`src/design/gph_pkg.sv`:
```
// package: constants, line structs and command types for the bus controller
package gph_pkg;

    // ==========================================================
    // timing
    localparam int CLK_PERIOD_NS  = 5;
    localparam int ATN_SETTLE_NS  = 100;
    localparam int ATN_SETTLE_CYC = (ATN_SETTLE_NS + CLK_PERIOD_NS - 1) / CLK_PERIOD_NS;
    localparam int HS_TIMEOUT_US  = 1000;
    localparam int IFC_PULSE_US   = 100;
    localparam int TIMEOUT_CYC_DEF = (HS_TIMEOUT_US * 1000) / CLK_PERIOD_NS;
    localparam int IFC_CYC_DEF     = (IFC_PULSE_US * 1000 + CLK_PERIOD_NS - 1) / CLK_PERIOD_NS;
    localparam int CNT_W           = 24;

    typedef logic [CNT_W-1:0] gph_cnt_t;

    // ==========================================================
    // addressing
    localparam logic [7:0] LISTEN_OR = 8'h20;
    localparam logic [7:0] TALK_OR   = 8'h40;
    localparam logic [7:0] UNLISTEN  = 8'h3f;
    localparam logic [7:0] UNTALK    = 8'h5f;
    localparam int         REN_BIT   = 0;
    localparam int         IFC_BIT   = 1;

    function automatic logic [7:0] gph_listen_byte(input logic [4:0] pa);
        return LISTEN_OR | {3'h0, pa};
    endfunction

    function automatic logic [7:0] gph_talk_byte(input logic [4:0] pa);
        return TALK_OR | {3'h0, pa};
    endfunction

    // ==========================================================
    // types
    typedef enum logic [1:0] {
        OP_CMD  = 2'h0,
        OP_DATA = 2'h1,
        OP_RECV = 2'h2,
        OP_LINE = 2'h3
    } gph_op_t;

    typedef enum logic [3:0] {
        ST_IDLE     = 4'h0,
        ST_SETTLE   = 4'h1,
        ST_SRC_WAIT = 4'h2,
        ST_SRC_DAV  = 4'h3,
        ST_ACC_RDY  = 4'h4,
        ST_ACC_HOLD = 4'h5,
        ST_IFC      = 4'h6,
        ST_FIN      = 4'h7
    } gph_state_t;

    typedef struct packed {
        gph_op_t    op;
        logic [7:0] data;
        logic       eoi;
    } gph_cmd_t;

    typedef struct packed {
        logic [7:0] data;
        logic       eoi;
        logic       err;
    } gph_rsp_t;

    // line levels as read: 0 means driven low, i.e. true
    typedef struct packed {
        logic [7:0] dio;
        logic       dav;
        logic       nrfd;
        logic       ndac;
        logic       eoi;
        logic       srq;
    } gph_pin_in_t;

    typedef struct packed {
        logic [7:0] dio_o;
        logic [7:0] dio_oe;
        logic       dav_o;
        logic       dav_oe;
        logic       nrfd_o;
        logic       nrfd_oe;
        logic       ndac_o;
        logic       ndac_oe;
        logic       eoi_o;
        logic       eoi_oe;
        logic       atn_o;
        logic       atn_oe;
        logic       ifc_o;
        logic       ifc_oe;
        logic       ren_o;
        logic       ren_oe;
    } gph_pin_out_t;

endpackage

```
`src/design/gph_ctrl.sv`:
```
// bus controller: drives atn/ifc/ren, sources command and data bytes, accepts talker bytes
// How it works
// - bytes move one per handshake on eight data lines, data and commands alike
// - every line is low true; driven low means true, released means false
// - the controller addresses at most one talker; any number of listeners
// - at most 15 devices on one bus, controller included
// - bytes under atn are commands; bytes without atn are device data
// - source asserts eoi with the last byte; acceptors use it as end
// - only the source drives dav; acceptors drive nrfd and ndac, wired-or low
// - source raises dav only after nrfd high and ndac low
// - after atn goes true, controller waits 100ns before the handshake
// - on dav low acceptor pulls nrfd low, releases ndac after latching
// - controller times out a stalled handshake and reports an error
// - on ndac high source drops dav; acceptor then reasserts ndac
module gph_ctrl #(
    parameter int unsigned TIMEOUT_CYC = gph_pkg::TIMEOUT_CYC_DEF,
    parameter int unsigned IFC_CYC     = gph_pkg::IFC_CYC_DEF
) (
    input  wire logic                  core_clk_i,
    input  wire logic                  rst_n_i,
    input  wire logic                  cmd_valid_i,
    input  wire gph_pkg::gph_cmd_t     cmd_i,
    output logic                       cmd_ready_o,
    output logic                       rsp_valid_o,
    output gph_pkg::gph_rsp_t          rsp_o,
    input  wire gph_pkg::gph_pin_in_t  pins_i,
    output gph_pkg::gph_pin_out_t      pins_o,
    output logic                       srq_o
);

    localparam gph_pkg::gph_cnt_t TMO_LAST    = gph_pkg::gph_cnt_t'(TIMEOUT_CYC - 1);
    localparam gph_pkg::gph_cnt_t IFC_LAST    = gph_pkg::gph_cnt_t'(IFC_CYC - 1);
    localparam gph_pkg::gph_cnt_t SETTLE_LAST = gph_pkg::gph_cnt_t'(gph_pkg::ATN_SETTLE_CYC - 1);
    localparam int                SETTLE_MIN  = gph_pkg::ATN_SETTLE_CYC;

    // ==========================================================
    // state
    gph_pkg::gph_pin_in_t  s1_q;
    gph_pkg::gph_pin_in_t  s2_q;
    gph_pkg::gph_state_t   state_q;
    gph_pkg::gph_state_t   state_d;
    gph_pkg::gph_cnt_t     cnt_q;
    gph_pkg::gph_cnt_t     cnt_d;
    gph_pkg::gph_cmd_t     cur_q;
    gph_pkg::gph_cmd_t     cur_d;
    gph_pkg::gph_rsp_t     rsp_q;
    gph_pkg::gph_rsp_t     rsp_d;
    gph_pkg::gph_pin_out_t pins_q;
    gph_pkg::gph_pin_out_t pins_d;
    logic                  atn_q;
    logic                  atn_d;
    logic                  ren_q;
    logic                  ren_d;
    logic                  srq_q;
    logic                  ready_q;
    logic                  rsp_valid_q;

    // ==========================================================
    // decode
    wire src_ok    = s2_q.nrfd & ~s2_q.ndac;
    wire dav_true  = ~s2_q.dav;
    wire tmo       = (cnt_q >= TMO_LAST);
    wire settled   = (cnt_q >= SETTLE_LAST);
    wire src_st    = (state_d == gph_pkg::ST_SETTLE) || (state_d == gph_pkg::ST_SRC_WAIT)
                     || (state_d == gph_pkg::ST_SRC_DAV);
    wire is_src    = src_st && (cur_d.op != gph_pkg::OP_RECV);
    wire listening = (cur_d.op == gph_pkg::OP_RECV);

    // ==========================================================
    // next state
    always_comb begin
        state_d = state_q;
        cur_d   = cur_q;
        rsp_d   = rsp_q;
        atn_d   = atn_q;
        ren_d   = ren_q;
        case (state_q)
            gph_pkg::ST_IDLE: begin
                // ready_q stays low for a cycle after reset, so nothing is taken then
                if (cmd_valid_i && ready_q) begin
                    cur_d = cmd_i;
                    rsp_d = '0;
                    case (cmd_i.op)
                        gph_pkg::OP_CMD: begin
                            atn_d   = 1'b1;
                            state_d = gph_pkg::ST_SETTLE;
                        end
                        gph_pkg::OP_DATA, gph_pkg::OP_RECV: begin
                            atn_d   = 1'b0;
                            state_d = gph_pkg::ST_SETTLE;
                        end
                        default: begin
                            ren_d   = cmd_i.data[gph_pkg::REN_BIT];
                            state_d = cmd_i.data[gph_pkg::IFC_BIT] ? gph_pkg::ST_IFC : gph_pkg::ST_FIN;
                        end
                    endcase
                end
            end
            gph_pkg::ST_SETTLE: begin
                // lines must sit still a while after atn moves
                if (settled) begin
                    state_d = listening ? gph_pkg::ST_ACC_RDY : gph_pkg::ST_SRC_WAIT;
                end
            end
            gph_pkg::ST_SRC_WAIT: begin
                if (src_ok) begin
                    state_d = gph_pkg::ST_SRC_DAV;
                end else if (tmo) begin
                    rsp_d.err = 1'b1;
                    state_d   = gph_pkg::ST_FIN;
                end
            end
            gph_pkg::ST_SRC_DAV: begin
                if (s2_q.ndac) begin
                    state_d = gph_pkg::ST_FIN;
                end else if (tmo) begin
                    rsp_d.err = 1'b1;
                    state_d   = gph_pkg::ST_FIN;
                end
            end
            gph_pkg::ST_ACC_RDY: begin
                if (dav_true) begin
                    rsp_d.data = ~s2_q.dio;
                    rsp_d.eoi  = ~s2_q.eoi;
                    state_d    = gph_pkg::ST_ACC_HOLD;
                end else if (tmo) begin
                    rsp_d.err = 1'b1;
                    state_d   = gph_pkg::ST_FIN;
                end
            end
            gph_pkg::ST_ACC_HOLD: begin
                if (!dav_true) begin
                    state_d = gph_pkg::ST_FIN;
                end else if (tmo) begin
                    rsp_d.err = 1'b1;
                    state_d   = gph_pkg::ST_FIN;
                end
            end
            gph_pkg::ST_IFC: begin
                if (cnt_q >= IFC_LAST) begin
                    state_d = gph_pkg::ST_FIN;
                end
            end
            gph_pkg::ST_FIN: begin
                state_d = gph_pkg::ST_IDLE;
            end
            default: begin
                state_d = gph_pkg::ST_IDLE;
            end
        endcase
    end

    assign cnt_d = (state_d != state_q) ? '0 : cnt_q + 1'b1;

    // ==========================================================
    // line drive; all open drain, so a true line is oe high with value low
    // open drain only, so any of up to 15 loads can share a line
    // listener holds nrfd and ndac low outside its two handshake states, which stalls the talker
    always_comb begin
        pins_d         = '0;
        pins_d.dio_oe  = is_src ? cur_d.data : 8'h00;
        pins_d.dav_oe  = (state_d == gph_pkg::ST_SRC_DAV);
        pins_d.eoi_oe  = is_src && (cur_d.op == gph_pkg::OP_DATA) && cur_d.eoi;
        pins_d.nrfd_oe = listening && (state_d != gph_pkg::ST_ACC_RDY);
        pins_d.ndac_oe = listening && (state_d != gph_pkg::ST_ACC_HOLD);
        pins_d.atn_oe  = atn_d;
        pins_d.ifc_oe  = (state_d == gph_pkg::ST_IFC);
        pins_d.ren_oe  = ren_d;
    end

    // ==========================================================
    // registers
    // lines read as released in reset, so no false srq shows after it
    always_ff @(posedge core_clk_i) begin
        if (!rst_n_i) begin
            s1_q <= '1;
            s2_q <= '1;
        end else begin
            s1_q <= pins_i;
            s2_q <= s1_q;
        end
    end

    always_ff @(posedge core_clk_i) begin
        if (!rst_n_i) begin
            state_q     <= gph_pkg::ST_IDLE;
            cnt_q       <= '0;
            cur_q       <= '0;
            rsp_q       <= '0;
            pins_q      <= '0;
            atn_q       <= 1'b0;
            ren_q       <= 1'b0;
            srq_q       <= 1'b0;
            ready_q     <= 1'b0;
            rsp_valid_q <= 1'b0;
        end else begin
            state_q     <= state_d;
            cnt_q       <= cnt_d;
            cur_q       <= cur_d;
            rsp_q       <= rsp_d;
            pins_q      <= pins_d;
            atn_q       <= atn_d;
            ren_q       <= ren_d;
            srq_q       <= ~s2_q.srq;
            ready_q     <= (state_d == gph_pkg::ST_IDLE);
            rsp_valid_q <= (state_d == gph_pkg::ST_FIN);
        end
    end

    assign cmd_ready_o = ready_q;
    assign rsp_valid_o = rsp_valid_q;
    assign rsp_o       = rsp_q;
    assign pins_o      = pins_q;
    assign srq_o       = srq_q;

    // ==========================================================
    // checks
    logic [7:0] atn_age_q;
    always_ff @(posedge core_clk_i) begin
        if (!rst_n_i || (pins_d.atn_oe != pins_q.atn_oe)) begin
            atn_age_q <= 8'h00;
        end else if (atn_age_q != 8'hff) begin
            atn_age_q <= atn_age_q + 8'h01;
        end
    end
endmodule

```
`config.mk`:
```
export PLATFORM = sky130hd
export DESIGN_NAME = gph_ctrl
export DESIGN_NICKNAME = d
export VERILOG_FILES = /design/src/design/gph_pkg.sv /design/src/design/gph_ctrl.sv
export SDC_FILE = /design/constraint.sdc
export NUM_CORES = 1
export LEC_CHECK = 0
export ABC_CLOCK_PERIOD_IN_PS = 6750
export BUFFER_PORTS_ARGS = -buffer_cell sky130_fd_sc_hd__buf_2
export CORE_MARGIN = 5
export CORE_UTILIZATION = 53
export CTS_CLUSTER_DIAMETER = 60
export DETAILED_ROUTE_END_ITERATION = 10
export PLACE_DENSITY = 0.84
export SLEW_MARGIN = 25
export SYNTH_ARGS = -nofsm -noshare
export SYNTH_HDL_FRONTEND = slang
export SYNTH_SLANG_ARGS = --single-unit
```
`constraint.sdc`:
```
create_clock -name core_clk_i -period 6.75 [get_ports core_clk_i]
set_input_delay 0.675 -clock core_clk_i [delete_from_list [all_inputs] [get_ports core_clk_i]]
set_output_delay 0.675 -clock core_clk_i [all_outputs]
set_load 0.01 [all_outputs]
```
==> metrics list <==
- STA classifies the critical path startpoint as a flip-flop.
- Resized cells post-CTS: 0
* End point of the critical path: cnt_q[20]
- Accumulated negative setup slack: 0 ns
- Setup violations remaining at the end of the flow were counted as 0.
- CP dominant cell by count: sky130_fd_sc_hd__or4_4
- At the end of routability-driven placement, the weighted congestion stood at just over 0.9.
- Worst path buffer plus inverter count: 0
- STA puts the critical path data required time at between 6 and 7 ns.
* CTS Root Buffer Type: sky130_fd_sc_hd__clkbuf_8
- Share of synthesized area spent on multiplexers: 0
* Total of flip-flops plus latches after synthesis: between 90 and 100
- At the pin with the least slew margin, the transition time is 0.968 ns.
- R2R depth: 6
* Cts bufs inserted: 9
* Crit-path slowest cell: sky130_fd_sc_hd__xnor2_4
- Source-to-sink clock delay at the later pin of the worst-skew pair: around 0.36 ns
- STA puts the critical path data arrival time at approximately 3.3 ns.
* Endpoint of the most critical register-to-register path: cnt_q[20]
- No sink is reached through more buffers than the 2 on the longest clock path.
- Share of the clock period used by the worst path after layout: 0.460
- Synthesized-area fraction occupied by and/or/nand/nor cells: 0.311
- Remaining DRCs: 0
- During placement, the flow inserted port buffers numbering between 50 and 60.
* CTS tree: done
- Share of power burned in combinational logic: 0.060
* Starting DRT DRC Count: between 300 and 400
* Antenna violations before repair: 0
- Half-perimeter wire length of the detailed placement result: approximately 5200 um
- Post-synthesis compound-gate area fraction: 0.0975
* Via count of the first global-routing pass: between 2k and 3k
- Count of warnings emitted by yosys: 0
- Of the total synthesized cell area, the portion taken by full adders, half adders and majority gates is 0.00629.
- For this run, the share of the core covered by cells in the final layout is 0.604.
* GR Overflow Total: 0
- The startpoint identified for the worst register-to-register timing path is cnt_q[12].
- The most critical setup path has its startpoint at cnt_q[12].
- Synthesis produced just over 400 cells.
* Layout Skew: between 0.01 and 0.015 ns
* Mean instance size in the synthesized netlist: 9.66 um2
- In this design, the stage delay of the slowest critical-path cell is approximately 0.80 ns.
- Once detail routing completed, the nets flagged for antenna violations numbered 0.
* Number of nets in the finished design: between 400 and 500
- Sink count of the clock tree: a little over 90
- On the critical path the largest part of the delay comes from simple AND/OR/NAND/NOR gates.
* Netlist area before placement: 3980 um2
- After detailed routing, the number of vias per cell comes to about 5.3.
- Cell leakage power: approximately 1.7 nW
* Die Ht: just under 100 um
- The hold violation count in the final report was 0.
* Hold_buf cts: 0
* Internal Power: 0.000726 W
- Status: finished, final reports clean
- The tightest min-delay check is of the flip-flop to flip-flop type.
* Yosys cell types: 54
- 0 antenna diodes ended up in the layout.
* Count of flip-flops with a built-in enable after synthesis: 0
* Total global-route track usage: 0.162
- The first global-routing pass estimated between 10000 and 15000 um of wire.
* Cell area power density: between 200 and 250 nW/um2
- The tool flagged a number of max-cap violations equal to 0.
* Total net switching power: around 0.00025 W
* Clock transition at the register clock pins on the worst setup and hold paths after CTS: ~0.1 ns
- Post-synthesis sequential area ratio: 0.468
- Max-slew headroom: 0.349
- Routed WL: 7360 um
* Total number of placement rows: 31
* RSZ-0062 raised after global routing: no
- The share of total power dissipated in the clock network is 0.360.
* Number of buffers added for setup after CTS: 0
- The floorplan step defined a die boundary enclosing between 9000 and 10000 um2.
- In the synthesized netlist the dominant register cell turns out to be sky130_fd_sc_hd__dfxtp_1.
- After synthesis, the largest family of logic cells by area is simple AND/OR/NAND/NOR gates.
- The setup check on the worst reg-to-reg path leaves a slack of 3.64 ns.
- Of the total power, the share spent switching nets is 0.257.
* Share of the synthesized netlist area taken by xor and xnor gates: 0.0575
- Maximum fanout along the worst path: 24
- The core region is 7290 um2.
- The setup path with the least slack is of type flip-flop to flip-flop.
- Initial standard-cell utilization of the core: 0.546
* Worst hold stages: 1
- Upper clock frequency limit: roughly 0.32 GHz
- After detailed routing, the average wire length per cell comes to between 10 and 15 um.
- The H-tree generated during clock tree synthesis spans 3 levels.
- The pre-antenna-repair detailed-routing pass consisted of 4 iterations.
* Largest vdd supply drop: 0.138 mV
- Growth of design area from synthesis to finish: 10.6%
* CP Capture Type: flip-flop
- The routed layout has about 3.0k vias.
- For this run, asynchronously set or reset flops after synthesis account for 0.
- In this run the count of I/O pins placed on the die edge is 70.
- Width of the die: 96.7 um
* Critical path depth in cells: 6
- Fraction of final layout cells sized beyond drive strength 1: 0.215
- Sequential Power Share: 0.581
- Sequence of cells on the critical path: or4_4 > or4_4 > o221ai_4 > a211oi_4 > xnor2_4 > nor3_1
* Shortest period the worst path allows: 3.11 ns
- The number of max-slew violations in the final report came to 0.
- Maximum number of pins on one net before global-route repair: 57
## metal layers
metal | up-vias | track usage | routed length [um]
li1 | 1479 | - | -
met1 | 1370 | 0.196 | 3180
met2 | 91 | 0.270 | 3630
met3 | 10 | 0.0511 | 447
met4 | 0 | 0.0605 | 106
met5 | - | 0 | 0
## cells in the mapped netlist (3+ instances only)
library cell                n  share of area
sky130_fd_sc_hd__buf_4     17          0.032
sky130_fd_sc_hd__nand3b_1   3         0.0057
sky130_fd_sc_hd__dfxtp_1   93           0.47
sky130_fd_sc_hd__buf_2      5         0.0063
sky130_fd_sc_hd__xor2_1    15          0.033
sky130_fd_sc_hd__a21oi_1   13          0.016
sky130_fd_sc_hd__nand3_1   13          0.016
sky130_fd_sc_hd__clkbuf_1  13          0.012
sky130_fd_sc_hd__a31oi_1    4         0.0063
sky130_fd_sc_hd__nand2_1   41          0.039
sky130_fd_sc_hd__or4_4      3         0.0085
sky130_fd_sc_hd__a211oi_1   3         0.0057
sky130_fd_sc_hd__nor2b_1   16          0.025
sky130_fd_sc_hd__nor2_1    18          0.017
sky130_fd_sc_hd__o21ai_0    5         0.0063
sky130_fd_sc_hd__and2_1     3         0.0047
sky130_fd_sc_hd__nor3_1     9          0.011
sky130_fd_sc_hd__xnor2_1    8          0.018
sky130_fd_sc_hd__nor3b_1    4         0.0075
sky130_fd_sc_hd__and4_1    11          0.024
sky130_fd_sc_hd__nand2b_1  31          0.049
sky130_fd_sc_hd__nand4_1    7          0.011
sky130_fd_sc_hd__nor3_2    20          0.050
sky130_fd_sc_hd__a21boi_0  13          0.025
sky130_fd_sc_hd__and3_1     7          0.011
## worst min path at each step
| stage | end | from |
|---|---|---|
| after floorplan | srq_o | s2_q[0] |
| after global placement | srq_o | s2_q[0] |
| after detailed placement | srq_o | s2_q[0] |
| after CTS | srq_o | s2_q[0] |
| after global routing | srq_o | s2_q[0] |
| final | srq_o | s2_q[0] |
## registers in the layout, indices dropped and copies added, names as in the netlist
register     cells
ren_q            1
srq_o            1
pins_o          13
s2_q            13
atn_q            1
rsp_valid_o      1
s1_q            13
rsp_o           10
cnt_q           24
cur_q           11
state_q          4
cmd_ready_o      1
## worst reg2reg max path, stage by stage, from the launching register on
cell and delay (ns):
sky130_fd_sc_hd__dfxtp_1 0.39, sky130_fd_sc_hd__or4_4 0.59, sky130_fd_sc_hd__or4_4 0.51, sky130_fd_sc_hd__o221ai_4 0.29, sky130_fd_sc_hd__a211oi_4 0.23, sky130_fd_sc_hd__xnor2_4 0.80, sky130_fd_sc_hd__nor3_1 0.15
## layout by cell type (no fill, tap or decap), types with 4 or more instances in the layout
master,synthesis,final
sky130_fd_sc_hd__a21boi_0,13,13
sky130_fd_sc_hd__a21oi_1,13,13
sky130_fd_sc_hd__clkbuf_8,0,9
sky130_fd_sc_hd__nor3b_1,4,4
sky130_fd_sc_hd__nor3_1,9,9
sky130_fd_sc_hd__buf_2,5,54
sky130_fd_sc_hd__and4_1,11,11
sky130_fd_sc_hd__nor2b_1,16,16
sky130_fd_sc_hd__dfxtp_1,93,93
sky130_fd_sc_hd__nor2_1,18,18
sky130_fd_sc_hd__nor3_2,20,20
sky130_fd_sc_hd__o21ai_0,5,5
sky130_fd_sc_hd__and3_1,7,7
sky130_fd_sc_hd__nand3_1,13,13
sky130_fd_sc_hd__conb_1,1,16
sky130_fd_sc_hd__nand4_1,7,7
sky130_fd_sc_hd__xor2_1,15,15
sky130_fd_sc_hd__nand2_1,41,40
sky130_fd_sc_hd__nand2b_1,31,31
sky130_fd_sc_hd__xnor2_1,8,8
sky130_fd_sc_hd__a31oi_1,4,4
## final cells by class
cell class,instances,area [um2]
Clock buffer,9,124
Clock inverter,7,68.8
Fill cell,632,2890
Inverter,3,11.3
Multi-Input combinational cell,294,1940
Sequential cell,93,1860
Tap cell,99,124
Timing Repair Buffer,54,270
## through the flow
step,hold WS [ns],cells,setup slack (ns),area (um2),total power (W)
3_5_place_dp,0.391,543,3.51,4210,0.000639
6_report,0.392,559,3.64,4400,0.000977
3_3_place_gp,0.381,543,3.64,4210,0.000636
2_1_floorplan,0.367,427,4.37,4040,0.000629
4_1_cts,0.396,559,3.53,4400,0.000987
5_1_grt,0.403,559,3.48,4400,0.00102
## power by group through the flow
stage	combinational (W)	clock, W	sequential, W
6_report	0.0000582	0.000351	0.000568
5_1_grt	0.0000656	0.000385	0.000569
4_1_cts	0.0000582	0.000361	0.000568
3_5_place_dp	0.0000581	0	0.000581
3_3_place_gp	0.0000564	0	0.000580
2_1_floorplan	0.0000504	0	0.000578
## cell families after synthesis
kind of cell / after synthesis
buffers and inverters: 40
adders and majority gates: 2
other: 1
AOI/OAI and AO/OA: 53
DFF: 93
xor gates and xnor gates: 24
and+or+nand+nor: 199
Power figures use the tool's default switching activity.
